<file path="src/verilog/abpc_regs.svh">
// Register indexes, field positions, reset values and widths of the path config bank
`ifndef ABPC_REGS_SVH
`define ABPC_REGS_SVH
`define ABPC_IDX_W          10
`define ABPC_IDX_PAGE       10'h000
`define ABPC_IDX_PATH       10'h06B
`define ABPC_IDX_BYPASS     10'h06C
`define ABPC_IDX_DACCUR     10'h06D
`define ABPC_IDX_RSV_LO     10'h06E
`define ABPC_IDX_RSV_HI     10'h07F
`define ABPC_IDX_IRQ_STAT   10'h080
`define ABPC_IDX_IRQ_MASK   10'h081
`define ABPC_PATH_RST       8'h00
`define ABPC_BYPASS_RST     8'h00
`define ABPC_DACCUR_RST     8'h00
`define ABPC_IRQ_RST        3'h0
`define ABPC_PATH_COEF_L    7
`define ABPC_PATH_COEF_R    6
`define ABPC_PATH_MIX_HI    5
`define ABPC_PATH_MIX_LO    4
`define ABPC_PATH_PFILT     3
`define ABPC_PATH_DET_OFF   2
`define ABPC_PATH_BUS_ERR   0
`define ABPC_DAC_HI         7
`define ABPC_DAC_LO         6
`define ABPC_IRQ_BUS_ERR    0
`define ABPC_IRQ_SHORT      1
`define ABPC_IRQ_DAC_RSV    2
`define ABPC_IRQ_W          3
`endif

</file>
<file path="src/verilog/abpc_pkg.sv">
// Types shared by the path config bank and its users
package abpc_pkg;
    typedef enum logic [1:0] {
        ABPC_MIX_DIG_DIG = 2'h0,
        ABPC_MIX_DIG_ANA = 2'h1,
        ABPC_MIX_ANA_DIG = 2'h2,
        ABPC_MIX_ANA_ANA = 2'h3
    } abpc_mix_e;
    typedef enum logic [1:0] {
        ABPC_DAC_DEFAULT = 2'h0,
        ABPC_DAC_PLUS50  = 2'h1,
        ABPC_DAC_RSV     = 2'h2,
        ABPC_DAC_PLUS100 = 2'h3
    } abpc_dac_cur_e;
    typedef struct packed {
        logic second_right_minus_input;
        logic second_right_plus_input;
        logic first_right_minus_input;
        logic first_right_plus_input;
        logic second_left_minus_input;
        logic second_left_plus_input;
        logic first_left_minus_input;
        logic first_left_plus_input;
    } abpc_bypass_s;
    typedef struct packed {
        logic left_programmed_coef;
        logic right_programmed_coef;
        logic left_analog_mic;
        logic right_analog_mic;
        logic prog_filter_attached;
    } abpc_adc_cfg_s;
endpackage : abpc_pkg

</file>
<file path="src/verilog/abpc_top.sv">
// APB register bank for ADC path, bus error status, passive bypass and DAC current
//
// Summary of operation
// Left high_pass_stage uses programmed coefficients when set
// Right high_pass_stage uses programmed coefficients when set
// Two-bit field picks digital or analog microphones
// Programmable filter attached only with DACs down
// Detector runs and recovers errors while bit clear
// Bus error status bit, cleared by reading
// Reserved bits reset zero, write zeros only
// Upper bypass bits close right side switches
// Lower bypass bits close left side switches
// Software avoids shorting two inputs onto one output
// Two-bit field sets DAC reference current
// Bank visible only while page zero active
// Error bit held until its read completes
`include "abpc_regs.svh"
module abpc_top (
    input  wire logic                   pclk,
    input  wire logic                   presetn,
    input  wire logic                   psel,
    input  wire logic                   penable,
    input  wire logic                   pwrite,
    input  wire logic [11:0]            paddr,
    input  wire logic [31:0]            pwdata,
    output logic      [31:0]            prdata,
    output logic                        pready,
    output logic                        pslverr,
    output logic                        irq,
    input  wire logic                   bus_error_seen,
    input  wire logic                   dacs_powered_down,
    output logic                        bus_error_recover,
    output abpc_pkg::abpc_adc_cfg_s     adc_cfg,
    output abpc_pkg::abpc_bypass_s      bypass_switch,
    output abpc_pkg::abpc_dac_cur_e     dac_current
);
    import abpc_pkg::*;

    logic                       page_r;
    logic [7:2]                 path_r;
    logic                       bus_err_r;
    abpc_bypass_s               bypass_r;
    logic [7:0]                 daccur_r;
    logic [`ABPC_IRQ_W-1:0]     irq_stat_r;
    logic [`ABPC_IRQ_W-1:0]     irq_mask_r;
    logic                       irq_r;
    logic [31:0]                prdata_r;
    logic [31:0]                prdata_nxt;
    logic                       pready_r;
    logic                       pslverr_r;
    logic                       pslverr_nxt;
    logic                       recover_r;
    abpc_adc_cfg_s              adc_cfg_r;
    logic [`ABPC_IDX_W-1:0]     idx;
    logic                       sel_page;
    logic                       sel_path;
    logic                       sel_bypass;
    logic                       sel_daccur;
    logic                       sel_rsv;
    logic                       sel_stat;
    logic                       sel_mask;
    logic                       done;
    logic                       wr_done;
    logic                       rd_done;
    logic [`ABPC_IRQ_W-1:0]     irq_set;
    logic [7:0]                 wbyte;
    abpc_mix_e                  mix;

    assign idx   = paddr[11:2];
    assign wbyte = pwdata[7:0];

    // The path registers exist only on page zero; page one holds other banks
    always_comb
    begin
        sel_page   = (idx == `ABPC_IDX_PAGE);
        sel_path   = (idx == `ABPC_IDX_PATH) && !page_r;
        sel_bypass = (idx == `ABPC_IDX_BYPASS) && !page_r;
        sel_daccur = (idx == `ABPC_IDX_DACCUR) && !page_r;
        sel_rsv    = (idx >= `ABPC_IDX_RSV_LO) && (idx <= `ABPC_IDX_RSV_HI);
        sel_rsv    = sel_rsv || (page_r && (idx >= 10'h001) && (idx <= `ABPC_IDX_RSV_HI));
        sel_stat   = (idx == `ABPC_IDX_IRQ_STAT);
        sel_mask   = (idx == `ABPC_IDX_IRQ_MASK);
    end

    // Read data and error are formed in the setup cycle so they leave a flop
    always_comb
    begin
        prdata_nxt  = 32'h0000_0000;
        pslverr_nxt = 1'b0;
        if (paddr[1:0] != 2'h0)
        begin
            pslverr_nxt = 1'b1;
        end
        else if (sel_page)
        begin
            prdata_nxt = {31'h0000_0000, page_r};
        end
        else if (sel_path)
        begin
            prdata_nxt = {24'h00_0000, path_r, 1'b0, bus_err_r};
        end
        else if (sel_bypass)
        begin
            prdata_nxt = {24'h00_0000, bypass_r};
        end
        else if (sel_daccur)
        begin
            prdata_nxt = {24'h00_0000, daccur_r};
        end
        else if (sel_stat)
        begin
            prdata_nxt = {29'h0000_0000, irq_stat_r};
        end
        else if (sel_mask)
        begin
            prdata_nxt = {29'h0000_0000, irq_mask_r};
        end
        else if (!sel_rsv)
        begin
            pslverr_nxt = 1'b1;
        end
    end

    // No wait state: pready rises in the first access cycle
    always_ff @(posedge pclk or negedge presetn)
    begin
        if (!presetn)
        begin
            pready_r  <= 1'b0;
            pslverr_r <= 1'b0;
            prdata_r  <= 32'h0000_0000;
        end
        else
        begin
            pready_r <= psel && !penable;
            if (psel && !penable)
            begin
                pslverr_r <= pslverr_nxt;
                prdata_r  <= pwrite ? 32'h0000_0000 : prdata_nxt;
            end
            else if (done)
            begin
                pslverr_r <= 1'b0;
                prdata_r  <= 32'h0000_0000;
            end
        end
    end

    assign done    = psel && penable && pready_r;
    assign wr_done = done && pwrite && !pslverr_r;
    assign rd_done = done && !pwrite && !pslverr_r;

    always_ff @(posedge pclk or negedge presetn)
    begin
        if (!presetn)
        begin
            page_r <= 1'b0;
        end
        else if (wr_done && sel_page)
        begin
            page_r <= pwdata[0];
        end
    end

    // Bit 1 and the status bit are read-only and never take write data
    always_ff @(posedge pclk or negedge presetn)
    begin
        if (!presetn)
        begin
            path_r <= 6'(`ABPC_PATH_RST >> 2);
        end
        else if (wr_done && sel_path)
        begin
            path_r <= wbyte[7:2];
        end
    end

    // Only a bit that was returned as one is cleared, so an error landing
    // between setup and completion is kept; a new error also beats the clear
    always_ff @(posedge pclk or negedge presetn)
    begin
        if (!presetn)
        begin
            bus_err_r <= 1'b0;
        end
        else if (bus_error_seen && !path_r[`ABPC_PATH_DET_OFF])
        begin
            bus_err_r <= 1'b1;
        end
        else if (rd_done && sel_path && prdata_r[`ABPC_PATH_BUS_ERR])
        begin
            bus_err_r <= 1'b0;
        end
    end

    always_ff @(posedge pclk or negedge presetn)
    begin
        if (!presetn)
        begin
            recover_r <= 1'b0;
        end
        else
        begin
            recover_r <= bus_error_seen && !path_r[`ABPC_PATH_DET_OFF];
        end
    end

    always_ff @(posedge pclk or negedge presetn)
    begin
        if (!presetn)
        begin
            bypass_r <= `ABPC_BYPASS_RST;
        end
        else if (wr_done && sel_bypass)
        begin
            bypass_r <= wbyte;
        end
    end

    always_ff @(posedge pclk or negedge presetn)
    begin
        if (!presetn)
        begin
            daccur_r <= `ABPC_DACCUR_RST;
        end
        else if (wr_done && sel_daccur)
        begin
            daccur_r <= wbyte;
        end
    end

    assign mix = abpc_mix_e'(path_r[`ABPC_PATH_MIX_HI:`ABPC_PATH_MIX_LO]);

    // Filter attach also depends on DAC power, so it follows that input one cycle behind
    always_ff @(posedge pclk or negedge presetn)
    begin
        if (!presetn)
        begin
            adc_cfg_r <= '0;
        end
        else
        begin
            adc_cfg_r.left_programmed_coef  <= path_r[`ABPC_PATH_COEF_L];
            adc_cfg_r.right_programmed_coef <= path_r[`ABPC_PATH_COEF_R];
            adc_cfg_r.left_analog_mic  <= (mix == ABPC_MIX_ANA_DIG)
                                       || (mix == ABPC_MIX_ANA_ANA);
            adc_cfg_r.right_analog_mic <= (mix == ABPC_MIX_DIG_ANA)
                                       || (mix == ABPC_MIX_ANA_ANA);
            adc_cfg_r.prog_filter_attached <= path_r[`ABPC_PATH_PFILT]
                                           && dacs_powered_down;
        end
    end

    // Events: bus error, a bypass write that shorts two inputs, reserved DAC code
    always_comb
    begin
        irq_set = '0;
        irq_set[`ABPC_IRQ_BUS_ERR] = bus_error_seen && !path_r[`ABPC_PATH_DET_OFF];
        irq_set[`ABPC_IRQ_SHORT]   = wr_done && sel_bypass
                                   && ((wbyte[7] && wbyte[5]) || (wbyte[6] && wbyte[4])
                                   ||  (wbyte[3] && wbyte[1]) || (wbyte[2] && wbyte[0]));
        irq_set[`ABPC_IRQ_DAC_RSV] = wr_done && sel_daccur
                                   && (wbyte[`ABPC_DAC_HI:`ABPC_DAC_LO] == ABPC_DAC_RSV);
    end

    // Write one to clear; a set in the same cycle wins
    always_ff @(posedge pclk or negedge presetn)
    begin
        if (!presetn)
        begin
            irq_stat_r <= `ABPC_IRQ_RST;
        end
        else
        begin
            irq_stat_r <= irq_set | (irq_stat_r
                        & ~((wr_done && sel_stat) ? pwdata[`ABPC_IRQ_W-1:0] : '0));
        end
    end

    always_ff @(posedge pclk or negedge presetn)
    begin
        if (!presetn)
        begin
            irq_mask_r <= `ABPC_IRQ_RST;
        end
        else if (wr_done && sel_mask)
        begin
            irq_mask_r <= pwdata[`ABPC_IRQ_W-1:0];
        end
    end

    always_ff @(posedge pclk or negedge presetn)
    begin
        if (!presetn)
        begin
            irq_r <= 1'b0;
        end
        else
        begin
            irq_r <= |(irq_stat_r & irq_mask_r);
        end
    end

    assign prdata            = prdata_r;
    assign pready            = pready_r;
    assign pslverr           = pslverr_r;
    assign irq               = irq_r;
    assign bus_error_recover = recover_r;
    assign adc_cfg           = adc_cfg_r;
    assign bypass_switch     = bypass_r;
    assign dac_current       = abpc_dac_cur_e'(daccur_r[`ABPC_DAC_HI:`ABPC_DAC_LO]);
endmodule : abpc_top

</file>
<file path="config.mk">
export PLATFORM = sky130hd
export DESIGN_NAME = abpc_top
export DESIGN_NICKNAME = d
export VERILOG_FILES = /design/src/verilog/abpc_pkg.sv /design/src/verilog/abpc_top.sv
export VERILOG_INCLUDE_DIRS = /design/src /design/src/verilog
export SDC_FILE = /design/constraint.sdc
export NUM_CORES = 1
export LEC_CHECK = 0
export BUFFER_PORTS_ARGS = -buffer_cell sky130_fd_sc_hd__buf_4
export CAP_MARGIN = 40
export CORE_UTILIZATION = 45
export CTS_CLUSTER_SIZE = 8
export DETAILED_ROUTE_END_ITERATION = 8
export PLACE_DENSITY_LB_ADDON = 0.08
export SLEW_MARGIN = 10
export SYNTH_ARGS = -nofsm -noshare
export SYNTH_HDL_FRONTEND = slang
export SYNTH_SLANG_ARGS = --single-unit
</file>
<file path="constraint.sdc">
create_clock -name pclk -period 5 [get_ports pclk]
set_clock_uncertainty 0.1 [all_clocks]
set_input_delay 1.25 -clock pclk [delete_from_list [all_inputs] [get_ports pclk]]
set_output_delay 1.25 -clock pclk [all_outputs]
set_load 0.02 [all_outputs]
</file>
* Word level (Yosys, flattened, before mapping) *
Cells that the tools add are included.

cells by class
  equal/unequal tests = 9
  order comparisons = 3
  reductions and logical operators = 45
  bitwise operators = 4
  multiplexer cells = 23

operators with widths
  operator             count
  $mux 32              5
  $eq 10x7->1 const B  3
  $logic_and 1x1->1    29
  $mux 8               3
  $eq 10x8->1 const B  2
  $mux 1               12
  $ge 10x1->1 const B  1
  $ge 10x7->1 const B  1
  $le 10x7->1 const B  1
  $logic_not 10->1     1
  $mux 3               3
  $and 3x3->3          2
  $eq 2x2->1 const B   3
  $logic_or 1x1->1     6
  $reduce_bool 2->1    3
  $logic_not 1->1      5
  $not 3->3            1
  $or 3x3->3           1
  $reduce_or 3->1      1
  $eq 2x1->1 const B   1

word-level totals
  output and inout port bits = 51
  logic and storage cells = 108
  register bits = 71
  input port bits = 51

* Depth between registers and ports, before layout *
Gate-level depths: netlist of run 1.

  word-level depth = 13
  gate-level depth with buffers = 6
  depth with buffers taken out = 5

* Worst setup path after synthesis of run 1 *
OpenSTA, ideal clock, no wires.

  kind = input port to flip-flop
  start point = input port paddr[9]
  end point = register bypass_r (netlist bit bypass_switch[0])
  arrival = 2.920 ns
  setup time = 0.125 ns
  path buffers = 1
  path slack = 1.854 ns
  cell stages on the path = 5
  data required time = 4.775 ns
  path through = or3_4 -> or4_4 -> or3_1 -> buf_6 -> mux2_4

on the way
  word-level cells in the longest chain between the ends = 3

ends and longest elaborated chain
  what                    line             RTL
  start: declaration      abpc_top.sv:24   input wire logic [11:0] paddr,
  $eq 10x7->1 (no line)   n/a
  $logic_and 1x1->1       abpc_top.sv:77   sel_bypass = (idx == `ABPC_IDX_BYPASS) && !page_r;
  $logic_and 1x1->1       abpc_top.sv:214  else if (wr_done && sel_bypass)
  end signal: assignment  abpc_top.sv:212  bypass_r <= `ABPC_BYPASS_RST;
  end signal: assignment  abpc_top.sv:216  bypass_r <= wbyte;
  end: declaration        abpc_top.sv:42   abpc_bypass_s bypass_r;

Every way passes these cells.
A chain may end at the register's enable or synchronous reset.

* Worst setup path in the final report of run 1 *
Ends and elaborated chain as after synthesis.

==> results of run 1 <==
## state kept, by name (all words and copies together) (netlist names)
name,cells
bypass_switch,8
path_r,6
daccur_r,8
bus_error_recover,1
irq_stat_r,3
pslverr,1
bus_err_r,1
irq,1
prdata,8
irq_mask_r,3
pready,1
adc_cfg,5
page_r,1
## cells by family (layout without fill, tap and decap cells)
kind of cell / Yosys count / after routing
AO/OA/AOI/OAI: 40 / 40
multiplexers: 29 / 29
other: 1 / 24
buffers and inverters: 40 / 70
flip-flops: 47 / 47
AND/OR/NAND/NOR: 54 / 54
## cells in the final DEF (no fill, tap or decap), types with 5 or more instances in the layout
cell type,netlist,layout
buf_4,26,55
dfrtp_1,47,47
conb_1,1,24
nand2_1,20,20
mux2_2,16,16
o21ai_0,10,10
inv_1,7,7
mux2_4,7,7
a22o_1,6,6
mux2i_1,6,6
clkbuf_8,0,6
nor3_1,5,5
## stage by stage
stage	total power [mW]	area, um2
2_1_floorplan	0.439	2450
4_1_cts	0.698	2820
3_3_place_gp	0.461	2730
3_5_place_dp	0.461	2730
6_report	0.691	2820
5_1_grt	0.721	2820
## metal layers
layer  GRT usage [%]  up-vias  part of all wire (%)
li1                -      818                     -
met1            28.6      819                    49
met2            27.5       64                    45
met3            3.25        7                   4.8
met4            7.55        0                   1.5
met5               0        -                     0
## power by group through the flow
stage                     Combinational [mW]  Sequential [mW]  Clock [mW]
after global routing                  0.0781            0.383       0.259
after detailed placement              0.0706            0.391           0
after global placement                0.0703            0.390           0
final                                 0.0703            0.383       0.238
after floorplan                       0.0463            0.393           0
after CTS                             0.0709            0.383       0.244
## cell type report
class                      instances  area share (%)
clock buffer                       7            3.06
clock inverter                     1           0.311
inverter                           7           0.932
multi-input combinational        147            36.2
sequential                        47            41.7
tap                               70            3.11
timing repair buffer              55            14.6
## worst max-delay path by stage
stage	slack, ns	end	cells after the start
5_1_grt	1.63	bypass_switch[0]	5
3_3_place_gp	1.33	bypass_switch[4]	5
4_1_cts	1.67	bypass_switch[0]	5
2_1_floorplan	1.85	bypass_switch[0]	5
6_report	1.68	bypass_switch[0]	5
3_5_place_dp	1.33	bypass_switch[4]	5
==> metrics.csv, run 1 <==
stage,metric,value,unit
run_status,status,finished clean,
layout,syn_to_final_growth,19.1,%
synth,synth_top_cell_by_area,dfrtp_1,
detailed_routing,dr.pass1.iters,4,
worst_setup_path,critPathLaunch,paddr[9],
clocking,cts_resized,0,
pwr,pwr-share-clk,34.4,%
placed_design,routabilityCongestion,0.855,
grt,grt_start_max_net_pins,48,
floorplanning,initial_core_util,46.7,%
sta,fin_crit,3.32,ns
worst_setup_path,slowest_delay,0.62,ns
synth,synth_top_cell_area_share,49.7,%
sta,fmax,301,MHz
worst_setup_path,critPathKind,input port to flip-flop,
synth,synth_area,2370,um2
placed_design,pre_cts_slack,1.33,ns
synth,synthArstFlopShare,100,%
clocking,numCtsBuffers,5,
worst_setup_path,critPathCaptureType,flip-flop,
pwr,swShare,25.0,%
pwr,vdd_drop_max,0.141,mV
synth,synth_area_per_cell,11.2,um2
synth,synth_top_family_by_area,multiplexers,
detailed_routing,drc,0,
detailed_routing,drtIter0Drc,93,
floorplanning,coreArea,5070,um2
layout,multi_input_area,1020,um2
sta,tns,0,ns
worst_setup_path,path_max_fanout,13,
worst_setup_path,rrSetupSlack,2.33,ns
synth,synthFlopType,dfrtp_1,
pwr,p_leak,1.42,nW
sta,setup_violations,0,
sta,slew_headroom,51.0,%
grt,antenna_found_initial,0,
grt,first_global_vias,1474,
clocking,cts_tree,built,
layout,nFillCells,481,
synth,synth-simple-area-share,12.8,%
floorplanning,die_h,74.6,um
worst_hold_path,min_to,adc_cfg[3],
worst_setup_path,rr_endpoint,bypass_switch[0],
pwr,internal_power,0.518,mW
sta,slew_viol_final,0,
placed_design,dp_hpwl,3580,um
pwr,power_density,245,nW/um2
floorplanning,rows,26,
clocking,clockBufferDepth,2,
worst_hold_path,min_from,path_r[6],
synth,synth_seq_area_share,49.7,%
synth,synthAdderAreaFrac,0,%
grt,grt_pass1_wl,7590,um
clocking,htreeDepth,2,
floorplanning,die_w,74.6,um
worst_hold_path,min_path_cells,0,
sta,min_period_over_period,66.4,%
detailed_routing,ant_nets,0,
worst_setup_path,r2r-start,page_r,
grt,track_usage,19.1,%
layout,diodes,0,
layout,fin_cells,334,
placed_design,dp.cells,326,
sta,hold_violations,0,
placed_design,place.port_buffers,53,
sta,rsz0062_at_grt,false,
clocking,cts_setup_buffers,0,
synth,ys_seq_elements,47,
worst_setup_path,cpLargestDelayFamily,simple AND/OR/NAND/NOR gates,
synth,yosys.cell_types.count,47,
worst_setup_path,r2r_cells,4,
grt,grt_overflow,0,
pwr,seqPwrFrac,55.4,%
layout,drive_gt1_share,34.8,%
sta,fin_hold_ws,0.305,ns
layout,finish.utilization,55.6,%
worst_setup_path,start_kind,input port,
clocking,worst_skew_pair.late_latency,0.30,ns
synth,synthTopCellsByArea,"dfrtp_1, buf_4, mux2_2",
sta,worst_pin_slew,0.728,ns
worst_setup_path,critPathArrivalTime,3.40,ns
pwr,switching_power,0.173,mW
worst_setup_path,slowest_stage,or4_4,
detailed_routing,wirelength,4930,um
worst_setup_path,critical_path_required,5.08,ns
clocking,numClockSinks,47,
pwr,pwr-share-comb,10.2,%
layout,register_area,1180,um2
clocking,clk_pin_slew_worst_paths,0.09,ns
sta,setup_ws,1.68,ns
synth,synth_compound_area_share,12.0,%
synth,synth.area.mux_share,14.6,%
clocking,cts_hold_buf,0,
clocking,cts_root_buf,clkbuf_8,
synth,yosysWarnings,0,
worst_setup_path,crit_buf_inv,1,
detailed_routing,viasPerCell,5.11,
synth,synthXorXnorAreaFrac,0,%
worst_hold_path,hold_class,flip-flop to flip-flop,
synth,synth_edf_count,0,
job,max-cap-violations,0,
layout,finalNetCount,314,
detailed_routing,vias,1708,
synth,synthCells,211,
floorplanning,die_area,5560,um2
detailed_routing,wire_per_inst,14.7,um
floorplanning,ios,102,
worst_setup_path,worstPathCellList,buf_4 -> or3_4 -> or4_4 -> or3_1 -> mux2_4,
synth,synthTopCellsByCount,"dfrtp_1, buf_4, nand2_1",
synth,yosysMostFrequentCell,dfrtp_1,
Note: power is estimated with default switching activity, not from simulation.
==> run 2: changes to the inputs <==
clock period = 3.3 ns   (was 5 ns; I/O delays follow)
==> metrics.csv, run 2 (synthesized netlist as in run 1, its figures left out) <==
stage,metric,value,unit,change
worst_setup_path,worstPathCellList,buf_4 -> or3_4 -> or4_4 -> buf_4 -> nor3_1 -> buf_4 -> mux2_2,,was buf_4 -> or3_4 -> or4_4 -> or3_1 -> mux2_4
sta,min_period_over_period,84.1,%,
layout,register_area,1180,um2,unchanged
clocking,cts_root_buf,clkbuf_8,,unchanged
floorplanning,initial_core_util,46.7,%,unchanged
detailed_routing,drtIter0Drc,124,,was 93
clocking,numCtsBuffers,5,,unchanged
detailed_routing,wire_per_inst,14.5,um,was 14.7 um
sta,rsz0062_at_grt,false,,unchanged
pwr,p_leak,1.45,nW,was 1.42 nW
worst_setup_path,start_kind,input port,,unchanged
clocking,clk_pin_slew_worst_paths,0.09,ns,about the same
worst_setup_path,critPathArrivalTime,2.87,ns,was 3.40 ns
worst_setup_path,crit_buf_inv,3,,was 1
floorplanning,die_w,74.6,um,unchanged
worst_setup_path,cpLargestDelayFamily,simple AND/OR/NAND/NOR gates,,unchanged
clocking,htreeDepth,2,,unchanged
layout,nFillCells,468,,was 481
clocking,cts_setup_buffers,0,,unchanged
worst_setup_path,cpMostUsedCell,buf_4,,
detailed_routing,viasPerCell,5.16,,was 5.11
floorplanning,die_area,5560,um2,unchanged
job,max-cap-violations,0,,unchanged
layout,drive_gt1_share,36.7,%,was 34.8%
grt,grt_start_max_net_pins,48,,unchanged
grt,track_usage,19.2,%,was 19.1%
placed_design,place.port_buffers,53,,unchanged
layout,diodes,0,,unchanged
clocking,numClockSinks,47,,unchanged
worst_setup_path,critPathCaptureType,flip-flop,,unchanged
clocking,clockBufferDepth,2,,unchanged
sta,slew_viol_final,0,,unchanged
worst_hold_path,hold_class,flip-flop to flip-flop,,unchanged
clocking,cts_hold_buf,0,,unchanged
layout,syn_to_final_growth,21.7,%,was 19.1%
floorplanning,die_h,74.6,um,unchanged
worst_setup_path,critPathKind,input port to flip-flop,,unchanged
sta,fmax,360,MHz,
grt,grt_pass1_wl,7620,um,was 7590 um
clocking,cts_resized,0,,unchanged
sta,hold_violations,0,,unchanged
sta,setup_violations,0,,unchanged
placed_design,dp_hpwl,3560,um,was 3580 um
detailed_routing,ant_nets,0,,unchanged
worst_setup_path,rrSetupSlack,0.73,ns,was 2.33 ns
layout,layout_commonest_cell,buf_4,,unchanged
detailed_routing,drc,0,,unchanged
layout,final_cell_mix,"buf_4, dfrtp_1, conb_1",,unchanged
sta,fin_crit,2.78,ns,
layout,finalNetCount,320,,was 314
detailed_routing,vias,1756,,was 1708
sta,tns,0,ns,unchanged
sta,worst_pin_slew,0.757,ns,was 0.728 ns
pwr,vdd_drop_max,0.215,mV,was 0.141 mV
detailed_routing,dr.pass1.iters,4,,unchanged
worst_setup_path,slowest_delay,0.52,ns,was 0.62 ns
sta,fin_hold_ws,0.304,ns,was 0.305 ns
detailed_routing,highest-signal-layer,met4,,unchanged
sta,setup_ws,0.525,ns,was 1.68 ns
clocking,worst_skew_pair.late_latency,0.31,ns,was 0.30 ns
worst_setup_path,path_max_fanout,12,,was 13
detailed_routing,met1Wirelength,2380,um,was 2420 um
detailed_routing,met3_length,318,um,was 234 um
floorplanning,rows,26,,unchanged
worst_setup_path,critical_path_required,3.40,ns,was 5.08 ns
placed_design,pre_cts_slack,0.201,ns,was 1.33 ns
grt,first_global_vias,1485,,was 1474
sta,slew_headroom,49.1,%,was 51.0%
grt,antenna_found_initial,0,,unchanged
floorplanning,coreArea,5070,um2,unchanged
placed_design,routabilityCongestion,0.897,,was 0.855
grt,grt_overflow,0,,unchanged
worst_setup_path,slowest_stage,or4_4,,unchanged
floorplanning,ios,102,,unchanged
clocking,cts_tree,built,,unchanged
detailed_routing,met2_length,2160,um,was 2190 um
pwr,power_density,368,nW/um2,was 245 nW/um2
detailed_routing,wirelength,4940,um,was 4930 um
layout,multi_input_area,1020,um2,unchanged
run_status,status,finished clean,,unchanged
[run 2: cell types whose count changed in the layout (fill, tap and decap cells not counted)]
cell,before,now
buf_4,55,60
clkbuf_1,1,0
buf_12,0,1
clkinvlp_4,0,1
[run 2: metal layers]
layer	vias up	GRT usage [%]
met5	-	0
met4	0	6.71
met3	7	4.61
met2	75	27.0
met1	842	28.8
li1	832	-
[run 2: cell type report]
class | instances | area share [%]
Timing Repair Buffer | 61 | 16.3
Clock inverter | 2 | 0.564
Tap cell | 70 | 3.04
Sequential cell | 47 | 40.8
Multi-Input combinational cell | 147 | 35.5
Inverter | 7 | 0.912
Clock buffer | 6 | 2.87
[run 2: final timing paths]
kind,from,to,depth (start not counted)
setup reg to reg,page_r,daccur_r[3],6
hold reg to reg,path_r[4],adc_cfg[1],0
min in group asynchronous,presetn,pready,1
max in group asynchronous,presetn,path_r[3],1
setup / recovery,paddr[9],daccur_r[3],7
hold / removal,path_r[4],adc_cfg[1],0
[run 2: where the power goes]
group	leakage (nW)	total (mW)	switching [mW]	internal, mW
combinational	0.778	0.107	0.0713	0.0358
clock	0.0474	0.372	0.201	0.171
sequential	0.629	0.580	0.00183	0.578
total	1.45	1.06	0.274	0.785
[run 2: through the flow]
stage          instances  cell area, um2  power (mW)  utilization, %
2_1_floorplan        234            2450       0.665               -
3_3_place_gp         332            2780       0.699            54.8
3_5_place_dp         332            2780       0.699            54.8
4_1_cts              340            2880        1.07            56.8
5_1_grt              340            2880        1.09            56.8
6_report             340            2880        1.06            56.8
